**config.mk**
```make
export PLATFORM = sky130hd
export DESIGN_NAME = eau_top
export DESIGN_NICKNAME = d
export VERILOG_FILES = /design/src/design/eau_pkg.sv /design/src/design/eau_top.sv /design/src/design/eau_spec_decode.sv
export SDC_FILE = /design/constraint.sdc
export NUM_CORES = 1
export LEC_CHECK = 0
export BUFFER_PORTS_ARGS = -buffer_cell sky130_fd_sc_hd__buf_2
export CORE_MARGIN = 2
export CORE_UTILIZATION = 47
export CTS_BUF_LIST = sky130_fd_sc_hd__clkbuf_4
export CTS_CLUSTER_DIAMETER = 150
export DETAILED_ROUTE_END_ITERATION = 16
export PLACE_DENSITY_LB_ADDON = 0.15
export REMOVE_ABC_BUFFERS = 1
export SYNTH_ARGS = -nofsm -noshare
export SYNTH_HDL_FRONTEND = slang
export SYNTH_SLANG_ARGS = --single-unit
```
**constraint.sdc**
```tcl
create_clock -name SYS_CLK -period 11.9 [get_ports SYS_CLK]
set_input_delay 0.595 -clock SYS_CLK [delete_from_list [all_inputs] [get_ports SYS_CLK]]
set_output_delay 0.595 -clock SYS_CLK [all_outputs]
set_load 0.01 [all_outputs]
```
**src/design/eau_pkg.sv**
```systemverilog
// constants, codes and state type of the effective address unit
//
// What this block does
// (RL1) vector base is 32 bits, long alternate_space_move only
// (RL2) space-code registers 3 bits, upper 29 zero
// (RL3) alternate move drives stored space code out
// (RL4) high byte even address, low byte odd
// (RL5) word and long accesses only at even addresses
// (RL6) length fixed by operation word alone
// (RL7) operand writes always go to data space
// (RL8) specifier splits into mode and register fields
// (RL9) direct modes read register, no memory access
// (RL10) memory and absolute modes are data, except jumps
// (RL11) postincrement uses address then adds size step
// (RL12) predecrement subtracts size step then uses address
// (RL13) displacement adds sign-extended 16-bit extension word
// (RL14) index adds base, 8-bit displacement, index
// (RL15) index is sign-extended word or full long
// (RL16) absolute short sign-extends one extension word
// (RL17) absolute long joins two words, high first
// (RL18) program modes use extension word address as base
// (RL19) program-relative references are program space
// (RL20) immediate byte, word or two-word long operand
// (RL21) special modes use register field as sub-mode
// (RL22) selected instructions may target status word
// (RL23) mode and sub-mode code assignment
// (RL24) address register destination gets sign-extended word
// (RL25) unused special sub-modes flagged invalid
package eau_pkg;
	// **********
	// addressing mode codes
	// **********
	localparam logic [2:0] EAU_M_DREG = 3'h0; // data register direct
	localparam logic [2:0] EAU_M_AREG = 3'h1; // address register direct
	localparam logic [2:0] EAU_M_IND = 3'h2; // indirect
	localparam logic [2:0] EAU_M_POST = 3'h3; // postincrement
	localparam logic [2:0] EAU_M_PRE = 3'h4; // predecrement
	localparam logic [2:0] EAU_M_DISP = 3'h5; // displacement
	localparam logic [2:0] EAU_M_INDEX = 3'h6; // index
	localparam logic [2:0] EAU_M_SPEC = 3'h7; // special group
	localparam logic [2:0] EAU_S_ABSS = 3'h0; // absolute short
	localparam logic [2:0] EAU_S_ABSL = 3'h1; // absolute long
	localparam logic [2:0] EAU_S_PCD = 3'h2; // program counter displacement
	localparam logic [2:0] EAU_S_PCX = 3'h3; // program counter index
	localparam logic [2:0] EAU_S_IMM = 3'h4; // immediate
	localparam logic [2:0] EAU_SP_REG = 3'h7; // stack pointer number
	// **********
	// operand sizes and steps
	// **********
	localparam logic [1:0] EAU_SZ_BYTE = 2'h0;
	localparam logic [1:0] EAU_SZ_WORD = 2'h1;
	localparam logic [1:0] EAU_SZ_LONG = 2'h2;
	localparam logic [31:0] EAU_STEP_B = 32'h1;
	localparam logic [31:0] EAU_STEP_W = 32'h2;
	localparam logic [31:0] EAU_STEP_L = 32'h4;
	// **********
	// extension word fields
	// **********
	localparam int EAU_X_DA = 15; // index is address register
	localparam int EAU_X_LONG = 11; // index taken as long word
	// **********
	// control register selects and reset values
	// **********
	localparam logic [1:0] EAU_CR_VTB = 2'h0; // vector table base
	localparam logic [1:0] EAU_CR_SSC = 2'h1; // source space code
	localparam logic [1:0] EAU_CR_DSC = 2'h2; // dest space code
	localparam logic [31:0] EAU_VTB_RST = 32'h0;
	localparam logic [2:0] EAU_SC_RST = 3'h0;
	// **********
	// normal space codes, built as {supervisor, program, data}
	// **********
	localparam logic [1:0] EAU_SC_DATA = 2'h1;
	localparam logic [1:0] EAU_SC_PROG = 2'h2;
	// **********
	// sequencing states
	// **********
	typedef enum logic [4:0] {
		EAU_IDLE = 5'h01,
		EAU_RBASE = 5'h02,
		EAU_EXTW = 5'h04,
		EAU_RIDX = 5'h08,
		EAU_FIN = 5'h10
	} eau_state_t;
endpackage

```
**src/design/eau_top.sv**
```systemverilog
// effective address unit: specifier decode, address forming, control registers
`timescale 1ns/1ps
module eau_top (
	input wire logic SYS_CLK,
	input wire logic ARST_N,
	input wire logic START,
	input wire logic [15:0] OP_WORD,
	input wire logic [1:0] OP_SIZE,
	input wire logic OP_JUMP,
	input wire logic OP_WRITE,
	input wire logic OP_ALT_MOVE,
	input wire logic OP_STATUS_OK,
	input wire logic SUPERVISOR,
	output logic EXT_REQ,
	input wire logic EXT_VALID,
	input wire logic [15:0] EXT_WORD,
	input wire logic [31:0] EXT_PC,
	output logic [3:0] RF_SEL,
	input wire logic [31:0] RF_DATA,
	output logic DONE,
	output logic [1:0] EXT_COUNT,
	output logic [31:0] EA_ADDR,
	output logic [31:0] EA_DATA,
	output logic EA_IS_REG,
	output logic EA_IS_IMM,
	output logic EA_STATUS,
	output logic EA_PROGRAM,
	output logic EA_INVALID,
	output logic EA_MISALIGNED,
	output logic LANE_UPPER,
	output logic LANE_LOWER,
	output logic [2:0] SPACE_CODE,
	output logic AN_WB,
	output logic [2:0] AN_NUM,
	output logic [31:0] AN_NEW,
	input wire logic CREG_WR,
	input wire logic [1:0] CREG_SEL,
	input wire logic [31:0] CREG_WDATA,
	output logic [31:0] CREG_RDATA
);
	// **********
	// state record
	// **********
	typedef struct packed {
		eau_pkg::eau_state_t st; // sequencing state
		logic [2:0] mode; // captured mode field
		logic [2:0] regf; // captured register field
		logic [1:0] size; // operand size
		logic jump; // jump or subroutine call
		logic wr; // operand write
		logic alt; // alternate space move
		logic stok; // status word target allowed
		logic sup; // supervisor state
		logic inval; // invalid specifier
		logic [1:0] need; // extension words needed
		logic [1:0] got; // extension words taken
		logic [15:0] ext1; // first extension word
		logic [15:0] ext2; // second extension word
		logic [31:0] xpc; // address of first extension word
		logic [31:0] base; // base register value
		logic [31:0] idx; // index contribution
		logic [3:0] rf_sel; // register file select
		logic ext_req; // asking for an extension word
		logic done; // result pulse
		logic [1:0] ext_cnt; // reported extension count
		logic [31:0] addr; // operand address
		logic [31:0] data; // operand value
		logic is_reg; // operand is a register
		logic is_imm; // operand is immediate
		logic is_st; // operand is status word
		logic prog; // program space reference
		logic misal; // odd word or long address
		logic lane_u; // upper byte lane
		logic lane_l; // lower byte lane
		logic [2:0] sc; // space code pins
		logic an_wb; // address register update pulse
		logic [31:0] an_new; // updated address register
		logic [31:0] vtb; // vector table base
		logic [2:0] ssc; // source space code
		logic [2:0] dsc; // dest space code
		logic [31:0] crd; // control register read data
	} eau_rec_t;

	eau_rec_t cur_reg; // registered state
	eau_rec_t cur_next; // next state
	logic rst_meta_n_reg; // reset synchroniser first stage
	logic rst_n_reg; // synchronised reset
	logic [2:0] dec_mode; // decoded mode
	logic [2:0] dec_regf; // decoded register field
	logic [1:0] dec_ext; // decoded extension count
	logic dec_inval; // decoded invalid flag

	// **********
	// reset release
	// **********
	// two stages so the release meets the clock cleanly
	always_ff @(posedge SYS_CLK or negedge ARST_N) begin
		if (!ARST_N) begin
			rst_meta_n_reg <= 1'b0;
			rst_n_reg <= 1'b0;
		end else begin
			rst_meta_n_reg <= 1'b1;
			rst_n_reg <= rst_meta_n_reg;
		end
	end

	// **********
	// specifier decoder
	// **********
	eau_spec_decode u_dec (
		.spec(OP_WORD[5:0]),
		.size(OP_SIZE),
		.mode(dec_mode),
		.regf(dec_regf),
		.ext_words(dec_ext),
		.invalid(dec_inval)
	);

	// index select bits in the extension word
	localparam int EAU_XSEL_HI = eau_pkg::EAU_X_DA;
	localparam int EAU_XSEL_LO = eau_pkg::EAU_X_DA - 3;

	// **********
	// next state logic
	// **********
	// sequence: capture, read base, take extensions, read index, finish
	always_comb begin
		logic [31:0] step;
		logic [31:0] disp8;
		logic [31:0] disp16;
		logic [31:0] a;
		logic mem;
		logic pcrel;
		step = eau_pkg::EAU_STEP_B;
		disp8 = 32'h0;
		disp16 = 32'h0;
		a = 32'h0;
		mem = 1'b0;
		pcrel = 1'b0;
		cur_next = cur_reg;
		cur_next.done = 1'b0;
		cur_next.an_wb = 1'b0;
		// control register alternate_space_move, always full long word, see RL1
		if (CREG_WR) begin
			case (CREG_SEL)
				eau_pkg::EAU_CR_VTB: cur_next.vtb = CREG_WDATA; // see RL1
				eau_pkg::EAU_CR_SSC: cur_next.ssc = CREG_WDATA[2:0]; // upper bits dropped, see RL2
				eau_pkg::EAU_CR_DSC: cur_next.dsc = CREG_WDATA[2:0]; // see RL2
				default: cur_next.vtb = cur_reg.vtb; // unused select ignored
			endcase
		end
		// read data follows the select, vector base whole, space code upper bits zero, see RL2
		case (CREG_SEL)
			eau_pkg::EAU_CR_VTB: cur_next.crd = cur_reg.vtb; // see RL1
			eau_pkg::EAU_CR_SSC: cur_next.crd = {29'h0, cur_reg.ssc}; // see RL2
			eau_pkg::EAU_CR_DSC: cur_next.crd = {29'h0, cur_reg.dsc}; // see RL2
			default: cur_next.crd = 32'h0; // unused select reads zero
		endcase
		case (cur_reg.st)
			eau_pkg::EAU_IDLE: begin
				// capture the operation word fields
				if (START) begin
					cur_next.mode = dec_mode;
					cur_next.regf = dec_regf;
					cur_next.size = OP_SIZE;
					cur_next.jump = OP_JUMP;
					cur_next.wr = OP_WRITE;
					cur_next.alt = OP_ALT_MOVE;
					cur_next.stok = OP_STATUS_OK;
					cur_next.sup = SUPERVISOR;
					cur_next.inval = dec_inval;
					cur_next.need = dec_ext; // see RL6
					cur_next.got = 2'h0;
					cur_next.ext1 = 16'h0;
					cur_next.ext2 = 16'h0;
					cur_next.idx = 32'h0;
					// data registers 0-7, address registers 8-15, see RL9
					cur_next.rf_sel = {(dec_mode != eau_pkg::EAU_M_DREG), dec_regf};
					if (dec_inval) begin
						cur_next.st = eau_pkg::EAU_FIN; // no address formed, see RL25
					end else begin
						cur_next.st = eau_pkg::EAU_RBASE;
					end
				end
			end
			eau_pkg::EAU_RBASE: begin
				// register file answers one cycle after the select
				cur_next.base = RF_DATA;
				if (cur_reg.need != 2'h0) begin
					cur_next.ext_req = 1'b1;
					cur_next.st = eau_pkg::EAU_EXTW;
				end else begin
					cur_next.st = eau_pkg::EAU_FIN;
				end
			end
			eau_pkg::EAU_EXTW: begin
				// take extension words in stream order
				if (EXT_VALID) begin
					cur_next.got = cur_reg.got + 2'h1;
					if (cur_reg.got == 2'h0) begin
						cur_next.ext1 = EXT_WORD;
						cur_next.xpc = EXT_PC; // see RL18
					end else begin
						cur_next.ext2 = EXT_WORD;
					end
					if (cur_reg.got + 2'h1 == cur_reg.need) begin
						cur_next.ext_req = 1'b0;
						// index register named by the extension word, see RL14
						if (cur_reg.mode == eau_pkg::EAU_M_INDEX ||
							(cur_reg.mode == eau_pkg::EAU_M_SPEC && cur_reg.regf == eau_pkg::EAU_S_PCX)) begin
							cur_next.rf_sel = EXT_WORD[EAU_XSEL_HI:EAU_XSEL_LO];
							cur_next.st = eau_pkg::EAU_RIDX;
						end else begin
							cur_next.st = eau_pkg::EAU_FIN;
						end
					end
				end
			end
			eau_pkg::EAU_RIDX: begin
				// word index is sign extended, long taken whole, see RL15
				if (cur_reg.ext1[eau_pkg::EAU_X_LONG]) begin
					cur_next.idx = RF_DATA;
				end else begin
					cur_next.idx = {{16{RF_DATA[15]}}, RF_DATA[15:0]};
				end
				cur_next.st = eau_pkg::EAU_FIN;
			end
			eau_pkg::EAU_FIN: begin
				disp8 = {{24{cur_reg.ext1[7]}}, cur_reg.ext1[7:0]};
				disp16 = {{16{cur_reg.ext1[15]}}, cur_reg.ext1};
				// stack pointer keeps word alignment on byte steps
				case (cur_reg.size)
					eau_pkg::EAU_SZ_BYTE: begin
						step = (cur_reg.regf == eau_pkg::EAU_SP_REG) ? eau_pkg::EAU_STEP_W : eau_pkg::EAU_STEP_B;
					end
					eau_pkg::EAU_SZ_WORD: step = eau_pkg::EAU_STEP_W;
					default: step = eau_pkg::EAU_STEP_L;
				endcase
				cur_next.is_reg = 1'b0;
				cur_next.is_imm = 1'b0;
				cur_next.is_st = 1'b0;
				cur_next.data = 32'h0;
				cur_next.an_new = cur_reg.base;
				case (cur_reg.mode)
					eau_pkg::EAU_M_DREG: begin
						cur_next.is_reg = 1'b1; // see RL9
						cur_next.data = cur_reg.base;
					end
					eau_pkg::EAU_M_AREG: begin
						cur_next.is_reg = 1'b1; // see RL9
						// word operand widened for the whole register, see RL24
						if (cur_reg.size == eau_pkg::EAU_SZ_WORD) begin
							cur_next.data = {{16{cur_reg.base[15]}}, cur_reg.base[15:0]};
						end else begin
							cur_next.data = cur_reg.base;
						end
					end
					eau_pkg::EAU_M_IND: begin
						a = cur_reg.base;
						mem = 1'b1;
					end
					eau_pkg::EAU_M_POST: begin
						a = cur_reg.base; // see RL11
						cur_next.an_new = cur_reg.base + step; // see RL11
						cur_next.an_wb = 1'b1;
						mem = 1'b1;
					end
					eau_pkg::EAU_M_PRE: begin
						a = cur_reg.base - step; // see RL12
						cur_next.an_new = cur_reg.base - step; // see RL12
						cur_next.an_wb = 1'b1;
						mem = 1'b1;
					end
					eau_pkg::EAU_M_DISP: begin
						a = cur_reg.base + disp16; // see RL13
						mem = 1'b1;
					end
					eau_pkg::EAU_M_INDEX: begin
						a = cur_reg.base + disp8 + cur_reg.idx; // see RL14
						mem = 1'b1;
					end
					default: begin
						// register field picks the sub-mode, see RL21
						case (cur_reg.regf)
							eau_pkg::EAU_S_ABSS: begin
								a = disp16; // see RL16
								mem = 1'b1;
							end
							eau_pkg::EAU_S_ABSL: begin
								a = {cur_reg.ext1, cur_reg.ext2}; // see RL17
								mem = 1'b1;
							end
							eau_pkg::EAU_S_PCD: begin
								a = cur_reg.xpc + disp16; // see RL18
								pcrel = 1'b1;
							end
							eau_pkg::EAU_S_PCX: begin
								a = cur_reg.xpc + disp8 + cur_reg.idx; // see RL18
								pcrel = 1'b1;
							end
							eau_pkg::EAU_S_IMM: begin
								if (cur_reg.stok) begin
									cur_next.is_st = 1'b1; // see RL22
								end else begin
									cur_next.is_imm = 1'b1; // see RL20
								end
								case (cur_reg.size)
									eau_pkg::EAU_SZ_BYTE: cur_next.data = {24'h0, cur_reg.ext1[7:0]}; // see RL20
									eau_pkg::EAU_SZ_WORD: cur_next.data = {16'h0, cur_reg.ext1}; // see RL20
									default: cur_next.data = {cur_reg.ext1, cur_reg.ext2}; // see RL20
								endcase
							end
							default: a = 32'h0; // invalid, no address, see RL25
						endcase
					end
				endcase
				cur_next.addr = a;
				// writes never go to program space, see RL7 see RL10 see RL19
				cur_next.prog = !cur_reg.wr && (pcrel || (mem && cur_reg.jump));
				// word and long accesses need even addresses, see RL5
				cur_next.misal = (mem || pcrel) && (cur_reg.size != eau_pkg::EAU_SZ_BYTE) && a[0];
				// high byte at even address, low at odd, see RL4
				if (cur_reg.size == eau_pkg::EAU_SZ_BYTE) begin
					cur_next.lane_u = !a[0];
					cur_next.lane_l = a[0];
				end else begin
					cur_next.lane_u = mem || pcrel;
					cur_next.lane_l = mem || pcrel;
				end
				// alternate alternate_space_move use the stored code, see RL3
				if (cur_reg.alt) begin
					cur_next.sc = cur_reg.wr ? cur_reg.dsc : cur_reg.ssc;
				end else begin
					cur_next.sc = {cur_reg.sup, (cur_next.prog ? eau_pkg::EAU_SC_PROG : eau_pkg::EAU_SC_DATA)};
				end
				cur_next.ext_cnt = cur_reg.need; // see RL6
				cur_next.done = 1'b1;
				cur_next.st = eau_pkg::EAU_IDLE;
			end
			default: cur_next.st = eau_pkg::EAU_IDLE; // recover from a bad code
		endcase
	end

	// **********
	// state register
	// **********
	always_ff @(posedge SYS_CLK or negedge rst_n_reg) begin
		if (!rst_n_reg) begin
			cur_reg <= '0;
			cur_reg.st <= eau_pkg::EAU_IDLE;
			cur_reg.vtb <= eau_pkg::EAU_VTB_RST;
			cur_reg.ssc <= eau_pkg::EAU_SC_RST;
			cur_reg.dsc <= eau_pkg::EAU_SC_RST;
		end else begin
			cur_reg <= cur_next;
		end
	end

	// **********
	// outputs, all from the state register
	// **********
	assign EXT_REQ = cur_reg.ext_req;
	assign RF_SEL = cur_reg.rf_sel;
	assign DONE = cur_reg.done;
	assign EXT_COUNT = cur_reg.ext_cnt;
	assign EA_ADDR = cur_reg.addr;
	assign EA_DATA = cur_reg.data;
	assign EA_IS_REG = cur_reg.is_reg;
	assign EA_IS_IMM = cur_reg.is_imm;
	assign EA_STATUS = cur_reg.is_st;
	assign EA_PROGRAM = cur_reg.prog;
	assign EA_INVALID = cur_reg.inval;
	assign EA_MISALIGNED = cur_reg.misal;
	assign LANE_UPPER = cur_reg.lane_u;
	assign LANE_LOWER = cur_reg.lane_l;
	assign SPACE_CODE = cur_reg.sc;
	assign AN_WB = cur_reg.an_wb;
	assign AN_NUM = cur_reg.regf;
	assign AN_NEW = cur_reg.an_new;
	assign CREG_RDATA = cur_reg.crd;
endmodule // eau_top

```
**src/design/eau_spec_decode.sv**
```systemverilog
// operand specifier decoder of the effective address unit
`timescale 1ns/1ps
module eau_spec_decode (
	input wire logic [5:0] spec,
	input wire logic [1:0] size,
	output logic [2:0] mode,
	output logic [2:0] regf,
	output logic [1:0] ext_words,
	output logic invalid
);
	// **********
	// field split and extension count
	// **********
	// all decisions come from the specifier bits and the operand size
	always_comb begin
		mode = spec[5:3]; // see RL8
		regf = spec[2:0]; // see RL8
		invalid = 1'b0;
		ext_words = 2'h0; // see RL6
		case (spec[5:3])
			eau_pkg::EAU_M_DISP, eau_pkg::EAU_M_INDEX: begin
				ext_words = 2'h1; // see RL13 see RL14
			end
			eau_pkg::EAU_M_SPEC: begin
				// sub-mode selected by register field, see RL21 see RL23
				case (spec[2:0])
					eau_pkg::EAU_S_ABSS, eau_pkg::EAU_S_PCD, eau_pkg::EAU_S_PCX: ext_words = 2'h1; // see RL16 see RL18
					eau_pkg::EAU_S_ABSL: ext_words = 2'h2; // see RL17
					eau_pkg::EAU_S_IMM: begin
						// long immediate (code 3 too) takes two words, see RL20
						ext_words = (size != eau_pkg::EAU_SZ_BYTE && size != eau_pkg::EAU_SZ_WORD) ? 2'h2 : 2'h1;
					end
					default: invalid = 1'b1; // see RL25
				endcase
			end
			default: ext_words = 2'h0; // register based, no extension
		endcase
	end
endmodule // eau_spec_decode

```
==> results.ini <==
[run_status]
status = finished, final reports clean

[floorplan]
die_h_um = 234.9
pin_count = 293
dieWidth_um = 234.9
coreArea_um2 = 52660
start_util = 0.4759
rows = 84
dieArea_um2 = 55180

[detailed_routing]
num_vias = 22230
vias_per_cell = 5.888
routed_wl_um = 83930
wl_per_cell_um = 22.23
antenna_left = 0
drc = 0
dr.first_iter.drc_count = 1833
first_pass_iters = 6

[placement]
detailed_place_hpwl_um = 61480
dpl_cell_area_um2 = 26010
portBuffers = 282
place.gp.congestion = 0.9435

[synth]
synth-main-ff-cell = dfrtp_1
netlist_area_um2 = 25060
syn_avg_cell_area_um2 = 9.036
yosys_register_bits = 338
ys_seq_area_frac = 0.3376
synthCells = 2773
async_reset_ff_frac = 1.000
synth_edf_count = 0
ys_warn_count = 0
synth_cell_types = 90

[clocking]
cts_buffers = 96
clk_pin_slew_ns = 0.06
post_cts.repair.setup_buffers = 0
cts_tree = done
insertion_delay_ns = 0.88
htree_levels = 3
cts_buffer_depth = 3
clock-sinks = 338
root_buffer = clkbuf_4

[timing]
finalSetupTns_ns = 0
hold_viol = 0
fin_crit_sh = 0.4378
rsz0062_at_grt = false
slew_headroom = 0.09072
fmax_mhz = 192.0
fin_skew_ns = 0.06814
setup_viol = 0
finalCriticalPeriod_ns = 5.210
slew_viol_final = 0
tightest_slew_ns = 1.359

[worst_setup_path]
worst_setup_path_end_kind = flop
crit_family = simple AND/OR/NAND/NOR gates
crit_type = reg2reg
crit_path_start_kind = flop
cp_slowest_stage_delay_ns = 0.77
required_ns = 12.64
cp_num_cells = 15
cp_cell_sequence = and2_1, a21boi_0, ha_1, inv_1, fa_1, a211o_4, nor4b_4, nand3_2, or3_1, nor4_4, xnor2_1, o21ai_2, nor2_1, nand2_1, o32a_1
cp_data_arrival_time_ns = 5.95
crit_start = AN_NUM[0]$_DFFE_PN0P_
crit_buf_inv = 1
rr_startpoint = AN_NUM[0]$_DFFE_PN0P_
cp_max_fo = 6
reg2reg_depth = 15
crit_slowest_cell = a21boi_0

[power_and_ir_drop]
cellPowerDensity_nw_per_um2 = 197.0
ir_drop_mv = 0.09053
p_leak_nw = 13.36

[cells_and_area]
layout.nets = 3358
drive_above_1_share = 0.2100
final_area_um2 = 28400
area_delta_synth_final_pct = 13.33
fin_util = 0.5393
largest_reg_flops = 185

[grt]
grt_pass1_wl_um = 129500
antenna_found_initial = 2
grt_pass1_vias = 22210
overflow = 0
grt_util_all_layers = 0.3016
grt_max_degree = 78

[job]
cap_violations = 0

[worst_hold_path]
hold_class = in2reg
min_delay_path_depth = 3
hp-start = EXT_WORD[12]

[path summary, 6_finish.rpt]
check / endpoint / slack [ns]
min reg2reg: rst_n_reg$_DFF_PN0_ / 0.36
max in group asynchronous: AN_NEW[23]$_DFFE_PN0P_ / 9.09
min in group asynchronous: CREG_RDATA[11]$_DFF_PN0_ / 0.46
max: EA_ADDR[30]$_DFFE_PN0P_ / 6.69
max reg2reg: EA_ADDR[30]$_DFFE_PN0P_ / 6.69
min: cur_reg[309]$_DFFE_PN0P_ / 0.08
[cells in the final DEF (no fill, tap or decap), drive strengths merged, types with 8 or more instances in the layout]
cell type	n
dfrtp	337
buf	328
nand2	302
o21ai	239
a21oi	222
nor2	212
clkbuf	135
mux2	129
ha	129
dlygate4sd3	121
xnor2	83
nand3	73
fa	68
xor2	57
a21o	55
nor3	46
and2	40
a31oi	39
inv	38
a221oi	34
a211oi	30
clkinv	28
nor2b	24
nand2b	23
nand4	20
o21bai	20
o21a	17
or3	16
o211ai	16
mux2i	15
and3	15
o22ai	13
o31ai	13
nor4	13
o22a	9
mux4	9
a22oi	8
o221ai	8
a2111oi	8
[per-stage QoR]
step / power, mW / setup WS (ns) / hold WS [ns] / instances
floorplan: 3.477 / 1.784 / 0.2994 / 2472
global placement: 4.399 / 6.886 / 0.3394 / 3488
detailed placement: 4.462 / 6.835 / 0.3357 / 3488
CTS: 5.589 / 6.803 / 0.001587 / 3774
global route: 5.987 / 6.490 / 0.03180 / 3775
finish: 5.594 / 6.691 / 0.07791 / 3775
[layout make-up]
type,instances,area [µm²]
Fill cell,4830,24260
Multi-Input combinational cell,2095,14780
Tap cell,688,860.8
Timing Repair Buffer,449,2968
Clock inverter,30,162.7
Antenna cell,1,2.502
Clock buffer,135,1013
Inverter,39,147.6
Sequential cell,338,8464
[worst reg2reg max path: cells and delay by family, from the launching register on]
| kind | cells | cell delay [ns] |
|---|---|---|
| and+or+nand+nor | 7 | 2.08 |
| AOI/OAI and AO/OA | 4 | 1.65 |
| adders and majority gates | 2 | 0.80 |
| DFF | 1 | 0.37 |
| xor gates and xnor gates | 1 | 0.16 |
| buffers and inverters | 1 | 0.07 |
[repair_timing]
| item | 4_1_cts | 5_1_grt |
|---|---|---|
| hold buffers | 121 | 0 |
| endpoints found under the hold margin | 152 | 0 |
| gates resized for setup | 0 | 0 |
[synthesized netlist by cell type (24+ instances only)]
| cell type | n | area (µm²) |
|---|---|---|
| a211oi_1 | 30 | 225.2 |
| a21o_1 | 55 | 412.9 |
| a21oi_1 | 222 | 1111 |
| a221oi_1 | 34 | 297.8 |
| a31oi_1 | 39 | 244.0 |
| and2_1 | 40 | 250.2 |
| buf_4 | 142 | 1066 |
| clkbuf_1 | 136 | 510.5 |
| dfrtp_1 | 337 | 8433 |
| fa_1 | 68 | 1361 |
| ha_1 | 129 | 1614 |
| inv_1 | 39 | 146.4 |
| mux2_2 | 129 | 1453 |
| nand2_1 | 302 | 1134 |
| nand3_1 | 72 | 360.4 |
| nor2_1 | 210 | 788.3 |
| nor2b_1 | 24 | 150.1 |
| nor3_1 | 45 | 225.2 |
| o21ai_0 | 224 | 1121 |
| xnor2_1 | 83 | 727.0 |
| xor2_1 | 57 | 499.2 |
[metal layers]
layer | GRT usage | wire [µm] | up-vias
li1 | - | - | 10380
met1 | 0.4120 | 36420 | 10780
met2 | 0.4709 | 37630 | 931
met3 | 0.05956 | 7042 | 144
met4 | 0.1203 | 2837 | 0
met5 | 0 | 0 | -
[cell families (layout without fill, tap and decap cells)]
logic type | after synthesis | in the layout | share of synthesized area
compound gates | 789 | 789 | 0.1977
buf+inv | 340 | 653 | 0.07340
mux | 153 | 153 | 0.07206
fa+ha+maj | 197 | 197 | 0.1187
xor+xnor | 140 | 140 | 0.04894
flops | 338 | 338 | 0.3376
simple gates | 815 | 815 | 0.1514
other cells | 1 | 2 | 0.0001497
[where the power goes]
group,switching (mW),leakage [nW],internal (mW)
Sequential,0.491,4.38,1.46
Clock,0.525,0.701,0.542
Combinational,1.53,8.28,1.04
Note: power is estimated with default switching activity, not from simulation.
